$ cat config.mk
export PLATFORM = sky130hd
export DESIGN_NAME = plc_device_flat
export DESIGN_NICKNAME = d
export VERILOG_FILES = /design/src/design/plc_pkg.sv /design/src/design/plc_if.sv /design/src/design/plc_device.sv /design/src/flat_wrapper.sv
export SDC_FILE = /design/constraint.sdc
export NUM_CORES = 2
export LEC_CHECK = 0
export BUFFER_PORTS_ARGS = -buffer_cell sky130_fd_sc_hd__buf_2
export CAP_MARGIN = 10
export CORE_UTILIZATION = 44
export CTS_CLUSTER_SIZE = 14
export DETAILED_ROUTE_END_ITERATION = 16
export PLACE_DENSITY = 0.68
export SLEW_MARGIN = 20
export SYNTH_ARGS = -nofsm -noshare
export SYNTH_HDL_FRONTEND = slang
export SYNTH_SLANG_ARGS = --single-unit
$ cat constraint.sdc
create_clock -name i_sys_clk -period 7.9 [get_ports i_sys_clk]
set_input_delay 0.79 -clock i_sys_clk [delete_from_list [all_inputs] [get_ports i_sys_clk]]
set_output_delay 0.79 -clock i_sys_clk [all_outputs]
set_load 0.05 [all_outputs]
$ cat src/design/plc_pkg.sv
// Package for the PLL lock, reconfiguration and PHY clock gate block.
// Assumes a single system clock; all ends import this package.
package plc_pkg;
   localparam int CFG_DATA_W = 16;
   localparam int CFG_ADDR_W = 7;
   localparam int CFG_DEPTH = 128;
   localparam int REG_ADDR_W = 8;
   localparam int REG_DATA_W = 16;
   localparam int DESKEW_N = 2;
   localparam int PHY_SYNC_DIV = 8;
   localparam int CFG_ACK_LAT = 1;
   localparam int STEP_LAT = 4;
   localparam int LOCK_WIN = 16;
   localparam logic [15:0] CFG_RESET_VAL = 16'h0000;
   typedef enum logic [2:0] {
      PLC_DIV1,
      PLC_DIV2,
      PLC_DIV4,
      PLC_DIV8,
      PLC_DIV16
   } plc_div_t;
   localparam plc_div_t PHY_DIV_DEFAULT = PLC_DIV8;
   typedef enum {PLC_IDLE, PLC_BUSY} plc_step_t;
endpackage

$ cat src/design/plc_if.sv
// Interface joining the lock and PHY clock block to its fabric partner.
// One clock domain; the testbench drives i_sys_clk and reset.
interface plc_if (
   input wire logic i_sys_clk
);
   import plc_pkg::*;
   logic [DESKEW_N-1:0] deskew_in_use;
   logic feedback_lock;
   logic [DESKEW_N-1:0] deskew_circuit_lock;
   logic lock;
   logic [CFG_DATA_W-1:0] cfg_write_bus;
   logic [CFG_DATA_W-1:0] cfg_read_bus;
   logic [CFG_ADDR_W-1:0] cfg_location;
   logic cfg_access_strobe;
   logic cfg_write_strobe;
   logic cfg_ack;
   logic phase_step_request;
   logic phase_step_direction_n;
   logic phase_step_complete;
   logic phy_clock_gate_enable;
   logic phy_fast_clock;
   logic [REG_ADDR_W-1:0] memphy_reg_location;
   logic [REG_DATA_W-1:0] memphy_reg_write_bus;
   logic [REG_DATA_W-1:0] memphy_reg_read_bus;
   logic memphy_reg_write_strobe;
   logic memphy_nibble_select;
   logic memphy_reg_valid;
   logic memphy_reg_clock;
   modport dev (
      input deskew_in_use, cfg_write_bus, cfg_location, cfg_access_strobe, cfg_write_strobe,
      input phase_step_request, phase_step_direction_n, phy_clock_gate_enable,
      input memphy_reg_location, memphy_reg_write_bus, memphy_reg_write_strobe, memphy_nibble_select,
      output feedback_lock, deskew_circuit_lock, lock, cfg_read_bus, cfg_ack, phase_step_complete,
      output phy_fast_clock, memphy_reg_read_bus, memphy_reg_valid, memphy_reg_clock
   );
   modport ctl (
      output deskew_in_use, cfg_write_bus, cfg_location, cfg_access_strobe, cfg_write_strobe,
      output phase_step_request, phase_step_direction_n, phy_clock_gate_enable,
      output memphy_reg_location, memphy_reg_write_bus, memphy_reg_write_strobe, memphy_nibble_select,
      input feedback_lock, deskew_circuit_lock, lock, cfg_read_bus, cfg_ack, phase_step_complete,
      input phy_fast_clock, memphy_reg_read_bus, memphy_reg_valid, memphy_reg_clock
   );
endinterface

$ cat src/design/plc_device.sv
// Device end: lock combination, reconfiguration port, phase step, PHY clock gate.
// Assumes one system clock standing in for the reconfiguration, step and VCO clocks.
// Overview of operation
// (RQ1) Lock is feedback AND used deskew locks
// (RQ2) Feedback lock asserts after stable alignment
// (RQ3) Lock drops on stopped clock or jump
// (RQ4) Partner resets after lock loss
// (RQ5) Partner ignores unused deskew locks
// (RQ6) Read data returned on 16-bit bus
// (RQ7) Write data 16 bits, zero when unused
// (RQ8) Address 7 bits, zero when unused
// (RQ9) Every access strobe answered by ack
// (RQ10) Write strobe stores data at address
// (RQ11) Access strobe low when unused
// (RQ12) Port runs on reconfiguration clock
// (RQ13) Phase step request, direction, done pulse
// (RQ14) All controls active high except direction
// (RQ15) PHY clock gated by enable
// (RQ16) PHY clock starts aligned to slow clock
// (RQ17) Enable synchronised to divide-by-8 divider
// (RQ18) Alignment only for power-of-two ratios
// (RQ19) Controller-to-PHY register pass-through
// (RQ20) Reset restarts lock detection cleanly
// (RQ21) Enable accepted asynchronously
// (RQ22) PHY divider bypass/2/4/8/16, default 8; bypass here toggles at half the system clock, the same rate as /2
// (RQ23) One access outstanding until ack
module plc_device #(
   parameter plc_pkg::plc_div_t PHY_DIV = plc_pkg::PHY_DIV_DEFAULT,
   parameter int LOCK_CYCLES = plc_pkg::LOCK_WIN
) (
   input wire logic i_sys_clk,
   input wire logic i_sys_rst,
   input wire logic i_ref_present,
   input wire logic i_phase_jump,
   plc_if.dev bus
);
   import plc_pkg::*;

   logic [$clog2(LOCK_CYCLES+1)-1:0] lock_cnt_reg;
   logic fb_lock_reg;
   logic lock_reg;
   logic [DESKEW_N-1:0] dsk_lock_reg;
   logic [CFG_DATA_W-1:0] cfg_mem [CFG_DEPTH];
   logic [CFG_DATA_W-1:0] rd_reg;
   logic ack_reg;
   logic [2:0] step_cnt_reg;
   plc_step_t step_reg;
   logic step_done_reg;
   logic en_s1_reg;
   logic en_s2_reg;
   logic [2:0] div8_reg;
   logic gate_reg;
   logic [3:0] phy_div_reg;
   logic phy_clk_reg;
   logic [REG_DATA_W-1:0] rrd_reg;
   logic rvalid_reg;
   logic rclk_reg;

   function automatic logic div_tap(input plc_div_t d, input logic [3:0] c);
      unique case (d)
         PLC_DIV1: div_tap = 1'b1;
         PLC_DIV2: div_tap = c[0];
         PLC_DIV4: div_tap = c[1];
         PLC_DIV8: div_tap = c[2];
         PLC_DIV16: div_tap = c[3];
         default: div_tap = c[2];
      endcase
   endfunction

   // Unused deskew circuits never hold the combined lock low
   function automatic logic used_locked(input logic [DESKEW_N-1:0] locks, input logic [DESKEW_N-1:0] used);
      used_locked = &(locks | ~used);
   endfunction

   // Lock counts stable reference cycles; any loss restarts it
   // Count parks at the window so feedback lock holds without wrapping
   always_ff @(posedge i_sys_clk) begin
      if (i_sys_rst || !i_ref_present || i_phase_jump) begin // see (RQ3) see (RQ20)
         lock_cnt_reg <= '0;
         fb_lock_reg <= 1'b0;
      end else if (lock_cnt_reg == LOCK_CYCLES[$bits(lock_cnt_reg)-1:0]) begin
         fb_lock_reg <= 1'b1; // see (RQ2)
      end else begin
         lock_cnt_reg <= lock_cnt_reg + 1'b1;
      end
   end

   // Deskew circuits lock one cycle behind feedback; unused ones read low
   always_ff @(posedge i_sys_clk) begin
      if (i_sys_rst) begin
         dsk_lock_reg <= '0;
         lock_reg <= 1'b0;
      end else begin
         dsk_lock_reg <= bus.deskew_in_use & {DESKEW_N{fb_lock_reg}};
         lock_reg <= fb_lock_reg && used_locked(dsk_lock_reg, bus.deskew_in_use); // see (RQ1)
      end
   end

   // Reconfiguration store; each access either writes or reads, never both
   always_ff @(posedge i_sys_clk) begin
      if (bus.cfg_access_strobe && bus.cfg_write_strobe) begin
         cfg_mem[bus.cfg_location] <= bus.cfg_write_bus; // see (RQ10) see (RQ12)
      end
   end

   // Ack one cycle after each access; read data stands until the next read
   always_ff @(posedge i_sys_clk) begin
      if (i_sys_rst) begin
         ack_reg <= 1'b0;
         rd_reg <= CFG_RESET_VAL;
      end else begin
         ack_reg <= bus.cfg_access_strobe; // see (RQ9)
         if (bus.cfg_access_strobe && !bus.cfg_write_strobe) begin
            rd_reg <= cfg_mem[bus.cfg_location]; // see (RQ6)
         end
      end
   end

   // Phase step: fixed latency then a one-cycle done; requests while busy ignored
   // Direction is not modelled: both ways take the same latency
   always_ff @(posedge i_sys_clk) begin
      if (i_sys_rst) begin
         step_reg <= PLC_IDLE;
         step_cnt_reg <= '0;
         step_done_reg <= 1'b0;
      end else begin
         step_done_reg <= 1'b0;
         unique case (step_reg)
            PLC_IDLE: begin
               if (bus.phase_step_request) begin // see (RQ13)
                  step_reg <= PLC_BUSY;
                  step_cnt_reg <= 3'(STEP_LAT - 1);
               end
            end
            PLC_BUSY: begin
               if (step_cnt_reg == 3'h0) begin
                  step_reg <= PLC_IDLE;
                  step_done_reg <= 1'b1;
               end else begin
                  step_cnt_reg <= step_cnt_reg - 1'b1;
               end
            end
         endcase
      end
   end

   // Enable is asynchronous: two flops before use
   always_ff @(posedge i_sys_clk) begin
      if (i_sys_rst) begin
         en_s1_reg <= 1'b0;
         en_s2_reg <= 1'b0;
      end else begin
         en_s1_reg <= bus.phy_clock_gate_enable; // see (RQ21)
         en_s2_reg <= en_s1_reg;
      end
   end

   // Gate changes only at divide-by-8 wrap so first edge lands on slow clock edge
   // Costs up to eight cycles of start latency, traded for a clean first edge
   always_ff @(posedge i_sys_clk) begin
      if (i_sys_rst) begin
         div8_reg <= '0;
         gate_reg <= 1'b0;
      end else begin
         div8_reg <= div8_reg + 1'b1;
         if (div8_reg == 3'(PHY_SYNC_DIV - 1)) begin
            gate_reg <= en_s2_reg; // see (RQ17) see (RQ16)
         end
      end
   end

   // PHY clock divider restarts with the gate; ratios are powers of two only
   // Bypass cannot run faster than the system clock, so it toggles at half rate
   always_ff @(posedge i_sys_clk) begin
      if (i_sys_rst || !gate_reg) begin
         phy_div_reg <= '0;
         phy_clk_reg <= 1'b0;
      end else begin
         phy_div_reg <= phy_div_reg + 1'b1; // see (RQ22) see (RQ18)
         phy_clk_reg <= (PHY_DIV == PLC_DIV1) ? ~phy_clk_reg : div_tap(PHY_DIV, phy_div_reg); // see (RQ15)
      end
   end

   // Register pass-through from controller to PHY
   // Interface clock is the system clock halved; data and valid lag one cycle
   always_ff @(posedge i_sys_clk) begin
      if (i_sys_rst) begin
         rrd_reg <= '0;
         rvalid_reg <= 1'b0;
         rclk_reg <= 1'b0;
      end else begin
         rclk_reg <= ~rclk_reg;
         rvalid_reg <= bus.memphy_reg_write_strobe; // see (RQ19)
         rrd_reg <= bus.memphy_reg_write_bus;
      end
   end

   assign bus.feedback_lock = fb_lock_reg;
   assign bus.deskew_circuit_lock = dsk_lock_reg;
   assign bus.lock = lock_reg;
   assign bus.cfg_read_bus = rd_reg;
   assign bus.cfg_ack = ack_reg;
   assign bus.phase_step_complete = step_done_reg;
   assign bus.phy_fast_clock = phy_clk_reg;
   assign bus.memphy_reg_read_bus = rrd_reg;
   assign bus.memphy_reg_valid = rvalid_reg;
   assign bus.memphy_reg_clock = rclk_reg;
endmodule

$ cat src/flat_wrapper.sv
// flat-port wrapper written by rule: the top's interface ports become plain ports
module plc_device_flat import plc_pkg::*;
#(
   parameter plc_pkg::plc_div_t PHY_DIV = plc_pkg::PHY_DIV_DEFAULT,
   parameter int LOCK_CYCLES = plc_pkg::LOCK_WIN
)
  (i_sys_clk, i_sys_rst, i_ref_present, i_phase_jump, bus_deskew_in_use, bus_cfg_write_bus, bus_cfg_location, bus_cfg_access_strobe, bus_cfg_write_strobe, bus_phase_step_request, bus_phase_step_direction_n, bus_phy_clock_gate_enable, bus_memphy_reg_location, bus_memphy_reg_write_bus, bus_memphy_reg_write_strobe, bus_memphy_nibble_select, bus_feedback_lock, bus_deskew_circuit_lock, bus_lock, bus_cfg_read_bus, bus_cfg_ack, bus_phase_step_complete, bus_phy_fast_clock, bus_memphy_reg_read_bus, bus_memphy_reg_valid, bus_memphy_reg_clock);
  plc_if bus_i (.i_sys_clk(i_sys_clk));
  input wire logic i_sys_clk;
  input wire logic i_sys_rst;
  input wire logic i_ref_present;
  input wire logic i_phase_jump;
  input wire logic [$bits(bus_i.deskew_in_use)-1:0] bus_deskew_in_use;
  input wire logic [$bits(bus_i.cfg_write_bus)-1:0] bus_cfg_write_bus;
  input wire logic [$bits(bus_i.cfg_location)-1:0] bus_cfg_location;
  input wire logic [$bits(bus_i.cfg_access_strobe)-1:0] bus_cfg_access_strobe;
  input wire logic [$bits(bus_i.cfg_write_strobe)-1:0] bus_cfg_write_strobe;
  input wire logic [$bits(bus_i.phase_step_request)-1:0] bus_phase_step_request;
  input wire logic [$bits(bus_i.phase_step_direction_n)-1:0] bus_phase_step_direction_n;
  input wire logic [$bits(bus_i.phy_clock_gate_enable)-1:0] bus_phy_clock_gate_enable;
  input wire logic [$bits(bus_i.memphy_reg_location)-1:0] bus_memphy_reg_location;
  input wire logic [$bits(bus_i.memphy_reg_write_bus)-1:0] bus_memphy_reg_write_bus;
  input wire logic [$bits(bus_i.memphy_reg_write_strobe)-1:0] bus_memphy_reg_write_strobe;
  input wire logic [$bits(bus_i.memphy_nibble_select)-1:0] bus_memphy_nibble_select;
  output wire logic [$bits(bus_i.feedback_lock)-1:0] bus_feedback_lock;
  output wire logic [$bits(bus_i.deskew_circuit_lock)-1:0] bus_deskew_circuit_lock;
  output wire logic [$bits(bus_i.lock)-1:0] bus_lock;
  output wire logic [$bits(bus_i.cfg_read_bus)-1:0] bus_cfg_read_bus;
  output wire logic [$bits(bus_i.cfg_ack)-1:0] bus_cfg_ack;
  output wire logic [$bits(bus_i.phase_step_complete)-1:0] bus_phase_step_complete;
  output wire logic [$bits(bus_i.phy_fast_clock)-1:0] bus_phy_fast_clock;
  output wire logic [$bits(bus_i.memphy_reg_read_bus)-1:0] bus_memphy_reg_read_bus;
  output wire logic [$bits(bus_i.memphy_reg_valid)-1:0] bus_memphy_reg_valid;
  output wire logic [$bits(bus_i.memphy_reg_clock)-1:0] bus_memphy_reg_clock;
  assign bus_i.deskew_in_use = bus_deskew_in_use;
  assign bus_i.cfg_write_bus = bus_cfg_write_bus;
  assign bus_i.cfg_location = bus_cfg_location;
  assign bus_i.cfg_access_strobe = bus_cfg_access_strobe;
  assign bus_i.cfg_write_strobe = bus_cfg_write_strobe;
  assign bus_i.phase_step_request = bus_phase_step_request;
  assign bus_i.phase_step_direction_n = bus_phase_step_direction_n;
  assign bus_i.phy_clock_gate_enable = bus_phy_clock_gate_enable;
  assign bus_i.memphy_reg_location = bus_memphy_reg_location;
  assign bus_i.memphy_reg_write_bus = bus_memphy_reg_write_bus;
  assign bus_i.memphy_reg_write_strobe = bus_memphy_reg_write_strobe;
  assign bus_i.memphy_nibble_select = bus_memphy_nibble_select;
  assign bus_feedback_lock = bus_i.feedback_lock;
  assign bus_deskew_circuit_lock = bus_i.deskew_circuit_lock;
  assign bus_lock = bus_i.lock;
  assign bus_cfg_read_bus = bus_i.cfg_read_bus;
  assign bus_cfg_ack = bus_i.cfg_ack;
  assign bus_phase_step_complete = bus_i.phase_step_complete;
  assign bus_phy_fast_clock = bus_i.phy_fast_clock;
  assign bus_memphy_reg_read_bus = bus_i.memphy_reg_read_bus;
  assign bus_memphy_reg_valid = bus_i.memphy_reg_valid;
  assign bus_memphy_reg_clock = bus_i.memphy_reg_clock;
  plc_device #(.PHY_DIV(PHY_DIV), .LOCK_CYCLES(LOCK_CYCLES)) u_core (.i_sys_clk(i_sys_clk), .i_sys_rst(i_sys_rst), .i_ref_present(i_ref_present), .i_phase_jump(i_phase_jump), .bus(bus_i));
endmodule
==> impl_metrics.toml <==
[sta]
setup_tns_ps = 0
setup_viol = 0
timing.hold.ws_ps = 181.0
maxSlewHeadroom = 0.2432
max_clock_freq_mhz = 231.1
slew_viol_final = 0
worstMarginPinSlew_ps = 1135
finalHoldViolCount = 0
finalCriticalPeriod_ps = 4328
grt_setup_unrepaired = "false"
finalCritPeriodShare = 0.5478
skew_ps = 52.36

[detailed_routing]
drc_errors = 0
wl_mm = 238.4
vias = 46413
via_per_inst = 6.348
wl_per_cell_microns = 32.60
antenna_left = 0
drtIter0Drc = 7540
drt_pass1_iterations = 6

[logic_synthesis]
syn_nets = 4527
synth_most_common_cell = "edfxtp_1"
synth_area_sq_um = 81570
synth_top_cell_by_area = "edfxtp_1"
synth_area_leaders = "edfxtp_1, mux4_2, a221oi_1, mux2i_1, dfxtp_1"
synth.avg_cell_area_sq_um = 18.29
syn_inst = 4460
ys_seq_area_frac = 0.7684
ys_types = 89
synth_warnings = 0
synth_ff_type = "edfxtp_1"
synth-edff-count = 2048
ys_ff_latch = 2107
ys_top_cells_by_count = "edfxtp_1, nor2_1, a221oi_1"
synthArstFlopShare = 0
synth_top_cell_area_share = 0.7540

[clock_tree]
htree_levels = 4
cts_sinks = 2107
cts-resized-gates = 0
clk_pin_slew_ps = 60
cts-root-buf = "clkbuf_16"
cts_buffers = 201
cts_tree = "done"
clockBufferDepth = 3
insertion_delay_ps = 840
cts_setup_buffers = 0
holdBufCountCts = 0

[die]
row_count = 157
die_h_microns = 432.6
initial_utilization = 0.4441
core_sq_um = 183700
die_area_sq_um = 187100
io_pins = 101
die_w_microns = 432.6

[power_and_ir_drop]
p_total_mw = 23.00
leakage_nw = 29.13
power-per-cell-area_nw_per_um2 = 251.0
ir_worst_vdd_v = 0.0002216

[worst_setup_path]
crit_required_ps = 8640
regToRegSetupSlack_ps = 4690
critPathArrivalTime_ps = 5070
crit_path_end_kind = "flip-flop"
crit_type = "in2reg"
crit_path_max_fanout = 69
crit_path_start_kind = "primary input"

[layout]
multiInputGateArea_sq_um = 17060
ff_latch_area_sq_um = 62680
largest_reg_flops = 2048
largest-register = "u_core.cfg_mem"
final_area_sq_um = 91620
areaGrowthSynthToFinish_pct = 12.33
nets = 4740
n_fill_cell = 14639
drive_above_1_share = 0.1815

[placed_design]
placed_area_sq_um = 85280
place.gp.congestion = 0.9270
dpl.hpwl_mm = 135.5
portBuffers = 90

[global_routing]
grt_pass1_vias = 44425
antenna_found_initial = 12
overflow = 0
grt_use_total = 0.2520
grt_pass1_wl_mm = 334.9
grt_max_degree = 114

[worst_hold_path]
hp-class = "in2reg"

[run_status]
status = "complete, no violations"

[flow_run]
cap_violations = 0
==> worst max-delay path, cell delays in order <==
cell	delay (ps)
buf_8	450
buf_12	470
buf_4	740
mux4_2	590
mux2i_1	420
o22ai_1	270
a21oi_1	220
o211ai_1	440
a32o_1	380
==> worst paths after layout <==
path	cells past startpoint	endpoint	from
worst max-delay path	9	u_core.bus.cfg_read_bus[3]	bus_cfg_location[0]
worst min-delay path	2	u_core.en_s1_reg	bus_phy_clock_gate_enable
worst max register to register	6	u_core.bus.cfg_read_bus[3]	u_core.cfg_mem[27][3]
worst min register to register	1	u_core.bus.memphy_reg_clock	u_core.bus.memphy_reg_clock
==> layer usage <==
layer / GRT usage / routed length, microns / vias up
met5: 0 / 42 / -
met4: 0.1249 / 12790 / 6
met3: 0.06172 / 29140 / 584
met2: 0.3853 / 108700 / 3231
met1: 0.3374 / 87700 / 23823
li1: - / - / 18769
==> through the flow <==
stage / cells / utilization / setup WS, ps
CTS: 7307 / 0.4988 / 3830
global placement: 6934 / 0.4643 / 2980
finish: 7312 / 0.4989 / 3572
detailed placement: 6934 / 0.4643 / 2964
floorplan: 4460 / - / 4295
global route: 7308 / 0.4988 / 3578
==> where the power goes <==
part / total [mW] / internal, mW / switching (mW)
registers: 12.3 / 12.3 / 0.0248
logic: 1.36 / 0.364 / 0.992
clock network: 9.33 / 5.24 / 4.09
==> layout make-up <==
cell class,count,share of cell area
clock buffer,260,0.05903
antenna,5,0.0001366
multi-input combinational,2025,0.1862
timing repair buffer,324,0.02618
clock inverter,113,0.01001
tap,2464,0.03365
sequential,2107,0.6841
inverter,14,0.0006828
==> cells in the final DEF, fill, tap and decap left out, types with 13 or more instances in the layout <==
cell type,netlist,routed
o2bb2ai_1,13,13
buf_4,56,242
mux2i_1,203,203
nor2b_1,33,27
clkbuf_16,0,207
clkbuf_1,89,50
mux4_2,176,176
a211oi_1,27,27
mux2_1,63,63
a221o_1,37,37
a31oi_1,20,20
bufinv_16,0,13
nor2_1,291,285
o221ai_1,38,38
clkinv_1,1,51
dfxtp_1,59,59
o22ai_1,52,52
a21oi_1,114,114
edfxtp_1,2048,2048
o21ai_1,43,43
o21ai_0,80,80
buf_2,110,69
a22o_1,25,25
nor3_1,26,20
nand2_1,165,163
a221oi_1,244,244
nand3_1,23,23
a311oi_1,13,13
o211ai_1,15,15
mux2_2,64,64
a22oi_1,101,101
clkinv_2,0,37
==> logic make-up after synthesis <==
| group | count (synthesis) | synth area share |
|---|---|---|
| multiplexers | 506 | 0.09104 |
| AO/OA/AOI/OAI | 907 | 0.08305 |
| flip-flops | 2107 | 0.7684 |
| XOR/XNOR | 6 | 0.0006442 |
| buffers and inverters | 328 | 0.02379 |
| AND/OR/NAND/NOR | 599 | 0.03197 |
| adder cells (fa/ha/maj) | 7 | 0.001074 |
Power figures use the tool's default switching activity.
